$ cat config.mk
export PLATFORM = sky130hd
export DESIGN_NAME = dpram_ctrl
export DESIGN_NICKNAME = d
export VERILOG_FILES = /design/src/dpram_ctrl_pkg.sv /design/src/dpram_port_seq.sv /design/src/dpram_ctrl.sv
export SDC_FILE = /design/constraint.sdc
export NUM_CORES = 1
export LEC_CHECK = 0
export ABC_CLOCK_PERIOD_IN_PS = 2400
export BUFFER_PORTS_ARGS = -buffer_cell sky130_fd_sc_hd__buf_2
export CAP_MARGIN = 5
export CORE_ASPECT_RATIO = 0.9
export CORE_MARGIN = 4
export CORE_UTILIZATION = 25
export CTS_CLUSTER_SIZE = 30
export DETAILED_ROUTE_END_ITERATION = 10
export GPL_ROUTABILITY_DRIVEN = 0
export PLACE_DENSITY = 0.49
export SLEW_MARGIN = 20
export SYNTH_ARGS = -nofsm -noshare
export SYNTH_HDL_FRONTEND = slang
export SYNTH_HIERARCHICAL = 1
export SYNTH_SLANG_ARGS = --single-unit
$ cat constraint.sdc
create_clock -name pclk -period 2.4 [get_ports pclk]
set_clock_uncertainty 0.05 [all_clocks]
set_input_delay 0.12 -clock pclk [delete_from_list [all_inputs] [get_ports pclk]]
set_output_delay 0.12 -clock pclk [all_outputs]
set_load 0.005 [all_outputs]
$ cat src/dpram_ctrl_pkg.sv
package dpram_ctrl_pkg;
  // memory shape of the widest variant
  localparam int ADDR_W = 16;                        // address pins per port
  localparam int DATA_W = 18;                        // data pins per port
  localparam int LOW_W  = 9;                         // lower lane width on 18-bit parts

  // controller register offsets (byte addresses)
  localparam logic [11:0] OFF_ADDR   = 12'h000;      // target address
  localparam logic [11:0] OFF_WDATA  = 12'h004;      // write data
  localparam logic [11:0] OFF_CMD    = 12'h008;      // command, write starts a cycle
  localparam logic [11:0] OFF_RDATA  = 12'h00c;      // last read data
  localparam logic [11:0] OFF_STATUS = 12'h010;      // live state
  localparam logic [11:0] OFF_IRQ    = 12'h014;      // sticky events, clear on read
  localparam logic [11:0] OFF_MASK   = 12'h018;      // event mask

  // command field positions
  localparam int CMD_WRITE = 0;                      // 1 write, 0 read
  localparam int CMD_SEM   = 1;                      // semaphore space
  localparam int CMD_UPPER = 2;                      // enable upper lane
  localparam int CMD_LOWER = 3;                      // enable lower lane

  // event bit positions
  localparam int EV_DONE = 0;                        // access finished
  localparam int EV_BUSY = 1;                        // contention seen
  localparam int EV_INT  = 2;                        // mailbox flag seen

  // cycle timing at 25 MHz
  localparam int CLK_NS       = 40;                  // clock period
  localparam int ACCESS_NS    = 20;                  // slowest grade access time
  localparam int ACCESS_CYC   = (ACCESS_NS + CLK_NS - 1) / CLK_NS + 1;  // strobe width
  localparam int BUSY_WAIT_NS = 400;                 // longest wait for contention
  localparam int BUSY_WAIT_CYC = BUSY_WAIT_NS / CLK_NS;
  localparam logic [7:0] ACCESS_CNT = 8'(ACCESS_CYC);
  localparam logic [7:0] BUSY_CNT   = 8'(BUSY_WAIT_CYC);

  // request to the pin sequencer
  typedef struct packed {
    logic              write;
    logic              semaphore_select;
    logic              upper;
    logic              lower;
    logic [ADDR_W-1:0] addr;
    logic [DATA_W-1:0] wdata;
  } req_t;

  // pins driven toward one port of the memory
  typedef struct packed {
    logic              cs_n;                         // chip_select_low_active
    logic              cs;                           // chip_select_high_active
    logic              rw;                           // 1 read, 0 write
    logic              oe_n;
    logic              sem_n;                        // semaphore_select
    logic              ub_n;                         // upper_lane_select
    logic              lb_n;                         // lower_lane_select
    logic [ADDR_W-1:0] addr;
  } pins_t;
endpackage : dpram_ctrl_pkg

$ cat src/dpram_port_seq.sv
`timescale 1ns/100ps
`default_nettype none
module dpram_port_seq (
  input  wire logic                        pclk,
  input  wire logic                        presetn,
  input  wire logic                        start,
  input  wire dpram_ctrl_pkg::req_t        req,
  input  wire logic                        busy_n_in,
  input  wire logic [dpram_ctrl_pkg::DATA_W-1:0] dq_in,
  output var  dpram_ctrl_pkg::pins_t       pins,
  output var  logic [dpram_ctrl_pkg::DATA_W-1:0] dq_out,
  output var  logic [dpram_ctrl_pkg::DATA_W-1:0] dq_oe,
  output var  logic [dpram_ctrl_pkg::DATA_W-1:0] rdata,
  output var  logic                        done,
  output var  logic                        busy_seen,
  output var  logic                        idle
);
  import dpram_ctrl_pkg::*;

  typedef enum logic [3:0] {
    S_IDLE = 4'b0001,
    S_SET  = 4'b0010,
    S_STRB = 4'b0100,
    S_END  = 4'b1000
  } seq_t;

  seq_t        state_reg;                            // sequencer state
  logic [7:0]  cnt_reg;                              // strobe timer
  logic [7:0]  wait_reg;                             // contention wait timer
  req_t        req_reg;                              // latched request
  pins_t       deselect;                             // idle pin pattern
  logic [DATA_W-1:0] lane_mask;                      // lanes enabled by request

  assign deselect  = '{cs_n: 1'b1, cs: 1'b0, rw: 1'b1, oe_n: 1'b1, sem_n: 1'b1,
                       ub_n: 1'b1, lb_n: 1'b1, addr: '0};
  assign lane_mask = {{(DATA_W-LOW_W){req_reg.upper}}, {LOW_W{req_reg.lower}}};

  ////////////////////////////////////////////////////////////////////////////
  // pin sequencer: setup, strobe, release
  always_ff @(posedge pclk or negedge presetn) begin
    if (!presetn) begin
      state_reg <= S_IDLE;
      cnt_reg   <= 8'h00;
      wait_reg  <= 8'h00;
      req_reg   <= '0;
      pins      <= '{cs_n: 1'b1, cs: 1'b0, rw: 1'b1, oe_n: 1'b1, sem_n: 1'b1,
                     ub_n: 1'b1, lb_n: 1'b1, addr: '0};
      dq_out    <= '0;
      dq_oe     <= '0;
      rdata     <= '0;
      done      <= 1'b0;
      busy_seen <= 1'b0;
      idle      <= 1'b1;
    end else begin
      done      <= 1'b0;
      busy_seen <= 1'b0;
      case (state_reg)
        S_IDLE: begin
          idle <= 1'b1;
          if (start) begin
            req_reg   <= req;
            idle      <= 1'b0;
            state_reg <= S_SET;
          end
        end
        S_SET: begin
          // both enables asserted together select the port
          pins.cs_n  <= req_reg.semaphore_select;
          pins.cs    <= ~req_reg.semaphore_select;
          pins.sem_n <= ~req_reg.semaphore_select;
          pins.addr  <= req_reg.addr;
          pins.rw    <= ~req_reg.write;
          pins.ub_n  <= ~req_reg.upper;
          pins.lb_n  <= ~req_reg.lower;
          // output enable only for reads, data driven only for writes
          pins.oe_n  <= req_reg.write;
          dq_out     <= req_reg.wdata;
          dq_oe      <= req_reg.write ? lane_mask : '0;
          cnt_reg    <= ACCESS_CNT;
          wait_reg   <= BUSY_CNT;
          state_reg  <= S_STRB;
        end
        S_STRB: begin
          // hold the strobe for up to BUSY_CNT cycles while the memory flags contention
          if (!busy_n_in && !req_reg.semaphore_select && wait_reg != 8'h00) begin
            busy_seen <= 1'b1;
            wait_reg  <= wait_reg - 8'h01;
          end else if (cnt_reg > 8'h01) begin
            cnt_reg <= cnt_reg - 8'h01;
          end else begin
            // sample read data at the end of the strobe
            // writes leave the last read data alone, the bus is not driven then
            if (!req_reg.write) rdata <= (dq_in & lane_mask) | (rdata & ~lane_mask);
            state_reg <= S_END;
          end
        end
        S_END: begin
          // deselecting lets the port power down
          pins      <= deselect;
          dq_oe     <= '0;
          done      <= 1'b1;
          state_reg <= S_IDLE;
        end
        default: state_reg <= S_IDLE;
      endcase
    end
  end

  // a selected port always has both enables asserted together
  a_select_pair: assert property (@(posedge pclk) disable iff (!presetn)
    (pins.cs_n == 1'b0) |-> (pins.cs == 1'b1))
    else $error("chip enables not asserted as a pair");
  // never drive data while output enable is asserted
  a_no_fight: assert property (@(posedge pclk) disable iff (!presetn)
    (dq_oe != '0) |-> (pins.oe_n && !pins.rw))
    else $error("data driven during a read");
  // the port is deselected in the same cycle as done
  a_power_down: assert property (@(posedge pclk) disable iff (!presetn)
    done |-> (pins.cs_n && !pins.cs && pins.sem_n) ##1 (pins.cs_n || !idle))
    else $error("port left selected after access");
endmodule : dpram_port_seq
`default_nettype wire

$ cat src/dpram_ctrl.sv
// Implementation choices: register access over APB and the register addresses.
`timescale 1ns/100ps
`default_nettype none
// How it works
// - select only with both chip enables asserted
// - role pin driven out as master or slave
// - upper and lower lane selects per access
// - sixteen address pins, upper unused on 32K
// - output enable for reads, drive for writes
module dpram_ctrl (
  input  wire logic                                pclk,
  input  wire logic                                presetn,
  input  wire logic                                psel,
  input  wire logic                                penable,
  input  wire logic                                pwrite,
  input  wire logic [11:0]                         paddr,
  input  wire logic [31:0]                         pwdata,
  output var  logic [31:0]                         prdata,
  output var  logic                                pready,
  output var  logic                                pslverr,
  output var  logic                                irq,
  output var  dpram_ctrl_pkg::pins_t               mem_pins,
  output var  logic [dpram_ctrl_pkg::DATA_W-1:0]   dq_out,
  output var  logic [dpram_ctrl_pkg::DATA_W-1:0]   dq_oe,
  input  wire logic [dpram_ctrl_pkg::DATA_W-1:0]   dq_in,
  input  wire logic                                busy_n_in,
  input  wire logic                                int_n_in,
  output var  logic                                role_master
);
  import dpram_ctrl_pkg::*;

  ////////////////////////////////////////////////////////////////////////////
  // registers
  logic [ADDR_W-1:0] addr_reg;                       // target address
  logic [DATA_W-1:0] wdata_reg;                      // write data
  logic [3:0]        cmd_reg;                        // last command bits
  logic [2:0]        irq_reg;                        // sticky events
  logic [2:0]        irq_next;                       // sticky events next value
  logic [2:0]        mask_reg;                       // event mask
  logic              int_d_reg;                      // mailbox flag, previous level
  logic              start_reg;                      // one-cycle start pulse
  logic              grant_reg;                      // last semaphore grant
  logic              role_reg;                       // master/slave choice

  // sequencer wires
  pins_t             seq_pins;
  logic [DATA_W-1:0] seq_dout;
  logic [DATA_W-1:0] seq_doe;
  logic [DATA_W-1:0] seq_rdata;
  logic              seq_done;
  logic              seq_busy;
  logic              seq_idle;
  req_t              req;

  ////////////////////////////////////////////////////////////////////////////
  // apb decode
  wire        acc     = psel && penable;
  wire        wr_acc  = acc && pwrite;
  wire        rd_acc  = acc && !pwrite;
  wire        hit_cmd = wr_acc && paddr == OFF_CMD && seq_idle && !start_reg;
  wire        rd_irq  = rd_acc && paddr == OFF_IRQ;
  wire        mapped  = paddr == OFF_ADDR || paddr == OFF_WDATA || paddr == OFF_CMD ||
                        paddr == OFF_RDATA || paddr == OFF_STATUS || paddr == OFF_IRQ ||
                        paddr == OFF_MASK;
  wire [31:0] status  = {26'h0, role_reg, grant_reg, ~int_n_in, ~busy_n_in, ~seq_idle,
                         start_reg};
  wire [2:0]  events  = {int_d_reg & ~int_n_in, seq_busy, seq_done};

  // writes are launched even during contention; their data drive is dropped below while busy is low
  // the request carries everything one port access needs
  assign req = '{write: cmd_reg[CMD_WRITE], semaphore_select: cmd_reg[CMD_SEM],
                 upper: cmd_reg[CMD_UPPER], lower: cmd_reg[CMD_LOWER],
                 addr: addr_reg, wdata: wdata_reg};

  // clear only what the read reported; an event landing after setup survives, set wins
  assign irq_next = (rd_irq ? (irq_reg & ~prdata[2:0]) : irq_reg) | events;

  // hold writes off the pins while busy is low
  wire [DATA_W-1:0] doe_gated = (!busy_n_in && !seq_pins.rw) ? '0 : seq_doe;

  function automatic logic [31:0] rd_mux(input logic [11:0] a);
    case (a)
      OFF_ADDR:   rd_mux = {16'h0, addr_reg};
      OFF_WDATA:  rd_mux = {14'h0, wdata_reg};
      OFF_CMD:    rd_mux = {28'h0, cmd_reg};
      OFF_RDATA:  rd_mux = {14'h0, seq_rdata};
      OFF_STATUS: rd_mux = status;
      OFF_IRQ:    rd_mux = {29'h0, irq_reg};
      OFF_MASK:   rd_mux = {29'h0, mask_reg};
      default:    rd_mux = 32'h0;
    endcase
  endfunction : rd_mux

  ////////////////////////////////////////////////////////////////////////////
  // register writes; start pulse follows a command write
  always_ff @(posedge pclk or negedge presetn) begin
    if (!presetn) begin
      addr_reg  <= '0;
      wdata_reg <= '0;
      cmd_reg   <= 4'h0;
      mask_reg  <= 3'h0;
      role_reg  <= 1'b0;
      start_reg <= 1'b0;
    end else begin
      start_reg <= hit_cmd;
      if (wr_acc && paddr == OFF_ADDR)   addr_reg  <= pwdata[ADDR_W-1:0];
      if (wr_acc && paddr == OFF_WDATA)  wdata_reg <= pwdata[DATA_W-1:0];
      if (wr_acc && paddr == OFF_MASK)   mask_reg  <= pwdata[2:0];
      // role bit in status word position 5
      if (wr_acc && paddr == OFF_STATUS) role_reg  <= pwdata[5];
      // command selects memory or semaphore space
      if (hit_cmd)                       cmd_reg   <= pwdata[3:0];
    end
  end

  ////////////////////////////////////////////////////////////////////////////
  // apb answer in the access cycle, registered outputs
  always_ff @(posedge pclk or negedge presetn) begin
    if (!presetn) begin
      prdata  <= 32'h0;
      pready  <= 1'b0;
      pslverr <= 1'b0;
    end else begin
      pready  <= psel && !penable;
      pslverr <= psel && !penable && !mapped;
      prdata  <= (psel && !penable && !pwrite) ? rd_mux(paddr) : 32'h0;
    end
  end

  ////////////////////////////////////////////////////////////////////////////
  // events, semaphore grant and interrupt output
  always_ff @(posedge pclk or negedge presetn) begin
    if (!presetn) begin
      irq_reg   <= 3'h0;
      int_d_reg <= 1'b1;
      grant_reg <= 1'b0;
      irq       <= 1'b0;
    end else begin
      irq_reg   <= irq_next;
      // falling mailbox flag is an event
      int_d_reg <= int_n_in;
      irq       <= |(irq_next & mask_reg);
      // token held only when the readback bit is zero
      if (seq_done && cmd_reg[CMD_SEM] && !cmd_reg[CMD_WRITE]) grant_reg <= ~seq_rdata[0];
    end
  end

  ////////////////////////////////////////////////////////////////////////////
  // pin outputs straight from flip-flops
  always_ff @(posedge pclk or negedge presetn) begin
    if (!presetn) begin
      mem_pins    <= '{cs_n: 1'b1, cs: 1'b0, rw: 1'b1, oe_n: 1'b1, sem_n: 1'b1,
                       ub_n: 1'b1, lb_n: 1'b1, addr: '0};
      dq_out      <= '0;
      dq_oe       <= '0;
      role_master <= 1'b0;
    end else begin
      // full sixteen address pins passed through
      mem_pins    <= seq_pins;
      dq_out      <= seq_dout;
      dq_oe       <= doe_gated;
      // role pin tells the memory whether busy is driven or sensed
      role_master <= role_reg;
    end
  end

  // per-port contention handling in the sequencer
  // contention stretches for at most BUSY_CNT cycles; the access then completes even if busy is still low
  dpram_port_seq u_seq (
    .pclk      (pclk),
    .presetn   (presetn),
    .start     (start_reg),
    .req       (req),
    .busy_n_in (busy_n_in),
    .dq_in     (dq_in),
    .pins      (seq_pins),
    .dq_out    (seq_dout),
    .dq_oe     (seq_doe),
    .rdata     (seq_rdata),
    .done      (seq_done),
    .busy_seen (seq_busy),
    .idle      (seq_idle)
  );

  // no data driven one cycle after busy seen low in a write
  a_write_inhibit: assert property (@(posedge pclk) disable iff (!presetn)
    (!busy_n_in && !seq_pins.rw) |=> (dq_oe == '0))
    else $error("write driven during contention");
  // mailbox edge reaches the sticky bits
  a_mailbox_evt: assert property (@(posedge pclk) disable iff (!presetn)
    $fell(int_n_in) |=> irq_reg[EV_INT])
    else $error("mailbox event lost");
  // a command write starts the sequencer next cycle
  a_cmd_start: assert property (@(posedge pclk) disable iff (!presetn)
    hit_cmd |=> start_reg ##1 !seq_idle)
    else $error("command did not start access");
  a_access_bound: assert property (@(posedge pclk) disable iff (!presetn)
    start_reg |-> ##[3:20] seq_done)
    else $error("access never finished");
  a_role_pin: assert property (@(posedge pclk) disable iff (!presetn)
    1'b1 |=> (role_master == $past(role_reg)))
    else $error("role pin stale");
  a_lane_sel: assert property (@(posedge pclk) disable iff (!presetn)
    (!seq_pins.cs_n) |-> (seq_pins.ub_n == !cmd_reg[CMD_UPPER]))
    else $error("upper lane select wrong");
  a_pin_pair: assert property (@(posedge pclk) disable iff (!presetn)
    (mem_pins.cs_n == !mem_pins.cs))
    else $error("memory chip enables mismatched");
  // grant reflects readback of a semaphore read
  a_sem_grant: assert property (@(posedge pclk) disable iff (!presetn)
    (seq_done && cmd_reg[CMD_SEM] && !cmd_reg[CMD_WRITE]) |=> grant_reg == !$past(seq_rdata[0]))
    else $error("semaphore grant wrong");
endmodule : dpram_ctrl
`default_nettype wire

# == Word-level counts from Yosys, hierarchy flattened ==
# Index checks and enable logic that the tools add are counted.
# word_totals
register_bits,281
in_bits,69
out_inout_bits,95
# op_classes
n_lt_le_gt_ge,1
reduce_logical,43
add_sub_neg,2
n_mux,20
bitwise_logic,19
n_eq_ne,15
# op_table
cell,n
$pmux 18 s7,1
$pmux 23 s2,1
$and 18x18->18,2
$eq 12x5->1 const B,3
$mux 18,2
$pmux 18 s2,1
$mux 32,1
$pmux 8 s2,2
$eq 12x4->1 const B,2
$mux 8,3
$logic_and 1x1->1,19
$not 18->18,1
$or 18x18->18,1
$sub 8x1->8 const B,2
$eq 12x3->1 const B,1
$logic_not 12->1,1
$mux 4,3
$pmux 4 s3,1
$not 1->1,10
$gt 8x1->1 const B,1
$logic_not 1->1,8
$reduce_bool 8->1,1
$and 3x3->3,2
$logic_or 1x1->1,6
16 further kinds,25

# == Depth between registers and ports, before layout ==
# logic_depth
word_depth,9
depth_mapped,7
mapped_depth_nobuf,6

# == Cells and area by module ==
# The synthesis kept the hierarchy.
# modules_own_cells
module,instances,cells_each,seq_area_each_um2,area_per_inst_um2
dpram_port_seq,1,397,3062.9,5007.3
dpram_ctrl,1,360,3236.9,4942.2

# == Worst setup path before layout ==
# OpenSTA, ideal clock, no wires.
# synth_timing
path_type,reg2reg
from,register u_seq.wait_reg[0]
to,register (tool-made name)
path_buffers,1
t_arrival_ns,2.237
required_ns,2.225
period_less_slack_ns,2.412
setup_slack_ns,-0.012
path_stages_with_launch,8
path_cell_list,dfrtp_1 inv_1 ha_1 or3b_2 o21a_1 buf_6 nor4_4 mux2_2
# synth_rtl
item,line_no,source
"start, declared",dpram_port_seq.sv:29,logic [7:0] wait_reg;
"start signal, assigned",dpram_port_seq.sv:87,wait_reg <= wait_reg - 8'h01;

==> impl_metrics.yaml <==
critical_path:
  cpMaxStageDelayCell: "or3b_2"
  crit_fanout: 9
  worstPathRequired_ns: 2.78
  endpoint_kind: "register"
  start_kind: "register"
  worstSetupPathType: "register to register"
  cp.arrival_ns: 2.70
  path_cells: "or3_1 > or3b_2 > nor4_4 > buf_12 > mux2_2"
  cp_slowest_stage_delay_ns: 0.54
floorplan:
  coreArea_mm2: 0.0394
  start_util: 0.253
  rows: 69
  die_w_um: 218
  fp.dieArea_mm2: 0.0431
  io_pins: 164
  chipHeight_um: 197
global_route:
  antenna_found_initial: 3
  grt_pass1_wl_mm: 38.5
  grtUsageTotal: 0.113
  grt_overflow: 0
  grt_max_degree: 66
  grt_pass1_vias: 6492
drt:
  routed.top_layer: "met4"
  met3_length_mm: 1.26
  drc: 0
  drt-met1-wl_mm: 11.5
  detail-route-antenna-nets: 0
  wl_per_cell_um: 16.4
  vias_per_cell: 4.24
  drt_wl_total_mm: 24.6
  wl_met2_mm: 11.4
  drt_iter0_markers: 289
  routed-via-count: 6357
  first_pass_iters: 4
sta:
  drv_slew: 0
  slew_headroom: 0.321
  fmax_mhz: 430
  finalHoldViolations: 0
  setup_tns_ns: 0
  period_minus_slack_ns: 2.33
  final-setup-viol-count: 0
  rsz0062_at_grt: "false"
  tightest_slew_ns: 1.01
  finalCritPeriodShare: 0.969
finish:
  nets: 1020
  drive_above_1_share: 0.364
  stdcell_area_mm2: 0.0127
  areaGrowthSynthToFinish_pct: 27.2
  largest_register_ffs: 36
placement:
  placed_cell_area_mm2: 0.0113
  io_buffers: 135
  dpl.hpwl_mm: 17.0
cts:
  htree_levels: 1
  root_buffer: "clkbuf_16"
  cts_setup_buffers: 0
  ctsLongestPathBuffers: 3
  cts_tree: "done"
  insertion_delay_ns: 0.54
  tritoncts.num_buffers: 27
  cts.sinks: 251
  clk_pin_slew_ns: 0.06
worst_hold_path:
  min_path_type: "input port to register"
job:
  drv_cap: 0
pwr:
  power_leakage_nw: 6.28
  p_per_area_mw_per_mm2: 689
  peakVddDrop_mv: 0.428
  power_w: 0.00872
yosys:
  async_reset_ff_frac: 1.00
  synth_edf_count: 0
  yosys_register_bits: 251
  yosysUniqueCellTypes: 62
  synth_top_area_frac: 0.594
  synth_largest_area_cell: "dfrtp_1"
  synth_warnings: 6
  syn_area_per_cell_um2: 13.1
  netlist_instances: 757
  ys_seq_area_frac: 0.633
  synth_commonest_cells: "dfrtp_1 (236), mux2_2 (102), nand2_1 (70), buf_4 (30), clkbuf_1 (30)"
  yosysMostFrequentCell: "dfrtp_1"
  ys.flop_type: "dfrtp_1"
  synth_area_mm2: 0.00995
  yosys-top-cells-area: "dfrtp_1 (59%), mux2_2 (12%), dfstp_2 (4.0%), nand2_1 (2.6%), mux2i_1 (2.3%)"
outcome:
  run_status: "finished clean"
[layer usage]
layer	vias to the layer above	track usage
li1	2993	-
met1	3197	0.159
met2	134	0.180
met3	33	0.0263
met4	0	0.0206
met5	-	0
[cell usage in the layout, fill, tap and decap left out, types with 4 or more instances in the layout]
master         count
a21oi_1           22
a22o_1            16
and3_1             6
buf_12             7
buf_2            134
buf_4             29
clkbuf_1           5
clkbuf_16         27
clkbuf_8           4
clkinv_2           4
conb_1            14
dfrtp_1          236
dfstp_2           15
dlygate4sd3_1     46
ha_1               4
inv_1             14
mux2_2           102
mux2i_1           23
nand2_1           69
nand2b_1          12
nand3_1           12
nand4_1            4
nor2_1            27
nor2b_1           20
nor3_1            16
nor3_2             5
o21a_1             5
o21ai_0           13
or3_1              4
[final timing paths]
| path | cells past startpoint | slack (ns) | to | from |
|---|---|---|---|---|
| worst max-delay path | 5 | 0.07 | register | u_seq/cnt_reg[6] |
| worst min-delay path | 4 | 0.04 | pslverr | paddr[10] |
| worst max register to register | 5 | 0.07 | register | u_seq/cnt_reg[6] |
| worst min register to register | 0 | 0.31 | mem_pins[18] | u_seq/pins[18] |
| max in group asynchronous | 3 | 1.46 | u_seq/dq_out[3] | presetn |
| min in group asynchronous | 2 | 0.08 | dq_oe[5] | presetn |
[where the power goes]
part	leakage, nW	total, W	switching [W]	internal [W]
Clock	0.425	0.00412	0.00171	0.00241
Sequential	3.35	0.00426	0.00000963	0.00425
Combinational	2.51	0.000336	0.000197	0.000139
Total	6.28	0.00872	0.00192	0.00680
[layout make-up]
cell class,instances,area [µm²]
repair buffers,217,1500
clock buffers,36,749
multi-input cells,436,3250
fillers,3997,26700
flip-flops and latches,251,6300
well taps,532,666
inverters,14,52.6
diodes,2,5.00
clock inverters,12,129
[cell families (layout without fill, tap and decap cells)]
| logic type | count (synthesis) | after routing | synth area share |
|---|---|---|---|
| mux | 126 | 126 | 0.140 |
| simple gates | 205 | 205 | 0.114 |
| flops | 251 | 251 | 0.633 |
| xor+xnor | 1 | 1 | 0.000880 |
| compound gates | 86 | 86 | 0.0599 |
| fa+ha+maj | 4 | 4 | 0.00503 |
| other cells | 1 | 16 | 0.000377 |
| buf+inv | 83 | 279 | 0.0469 |
[worst max-delay path: cells and delay by family (launching register included)]
family / cells / cell delay, ns
buffers and inverters: 1 / 0.18
multiplexers: 1 / 0.33
AND/OR/NAND/NOR: 3 / 1.26
flip-flops: 1 / 0.37
[timing repair]
item | in CTS | in global routing
endpoints found under the setup margin | 0 | 1
endpoints found under the hold margin | 291 | 0
resized for setup | 0 | 1
hold buffers | 46 | 0
[stage by stage]
step	hold WS [ns]	util	cells	setup WS (ns)
2_1_floorplan	-0.226	-	770	0.0349
3_3_place_gp	0.0635	0.287	1404	0.0840
3_5_place_dp	0.0633	0.287	1404	0.0816
4_1_cts	0.0187	0.321	1498	0.0621
5_1_grt	0.0339	0.321	1498	0.00268
6_report	0.0380	0.321	1500	0.0739
No activity file was read; power rests on OpenSTA's default activity.
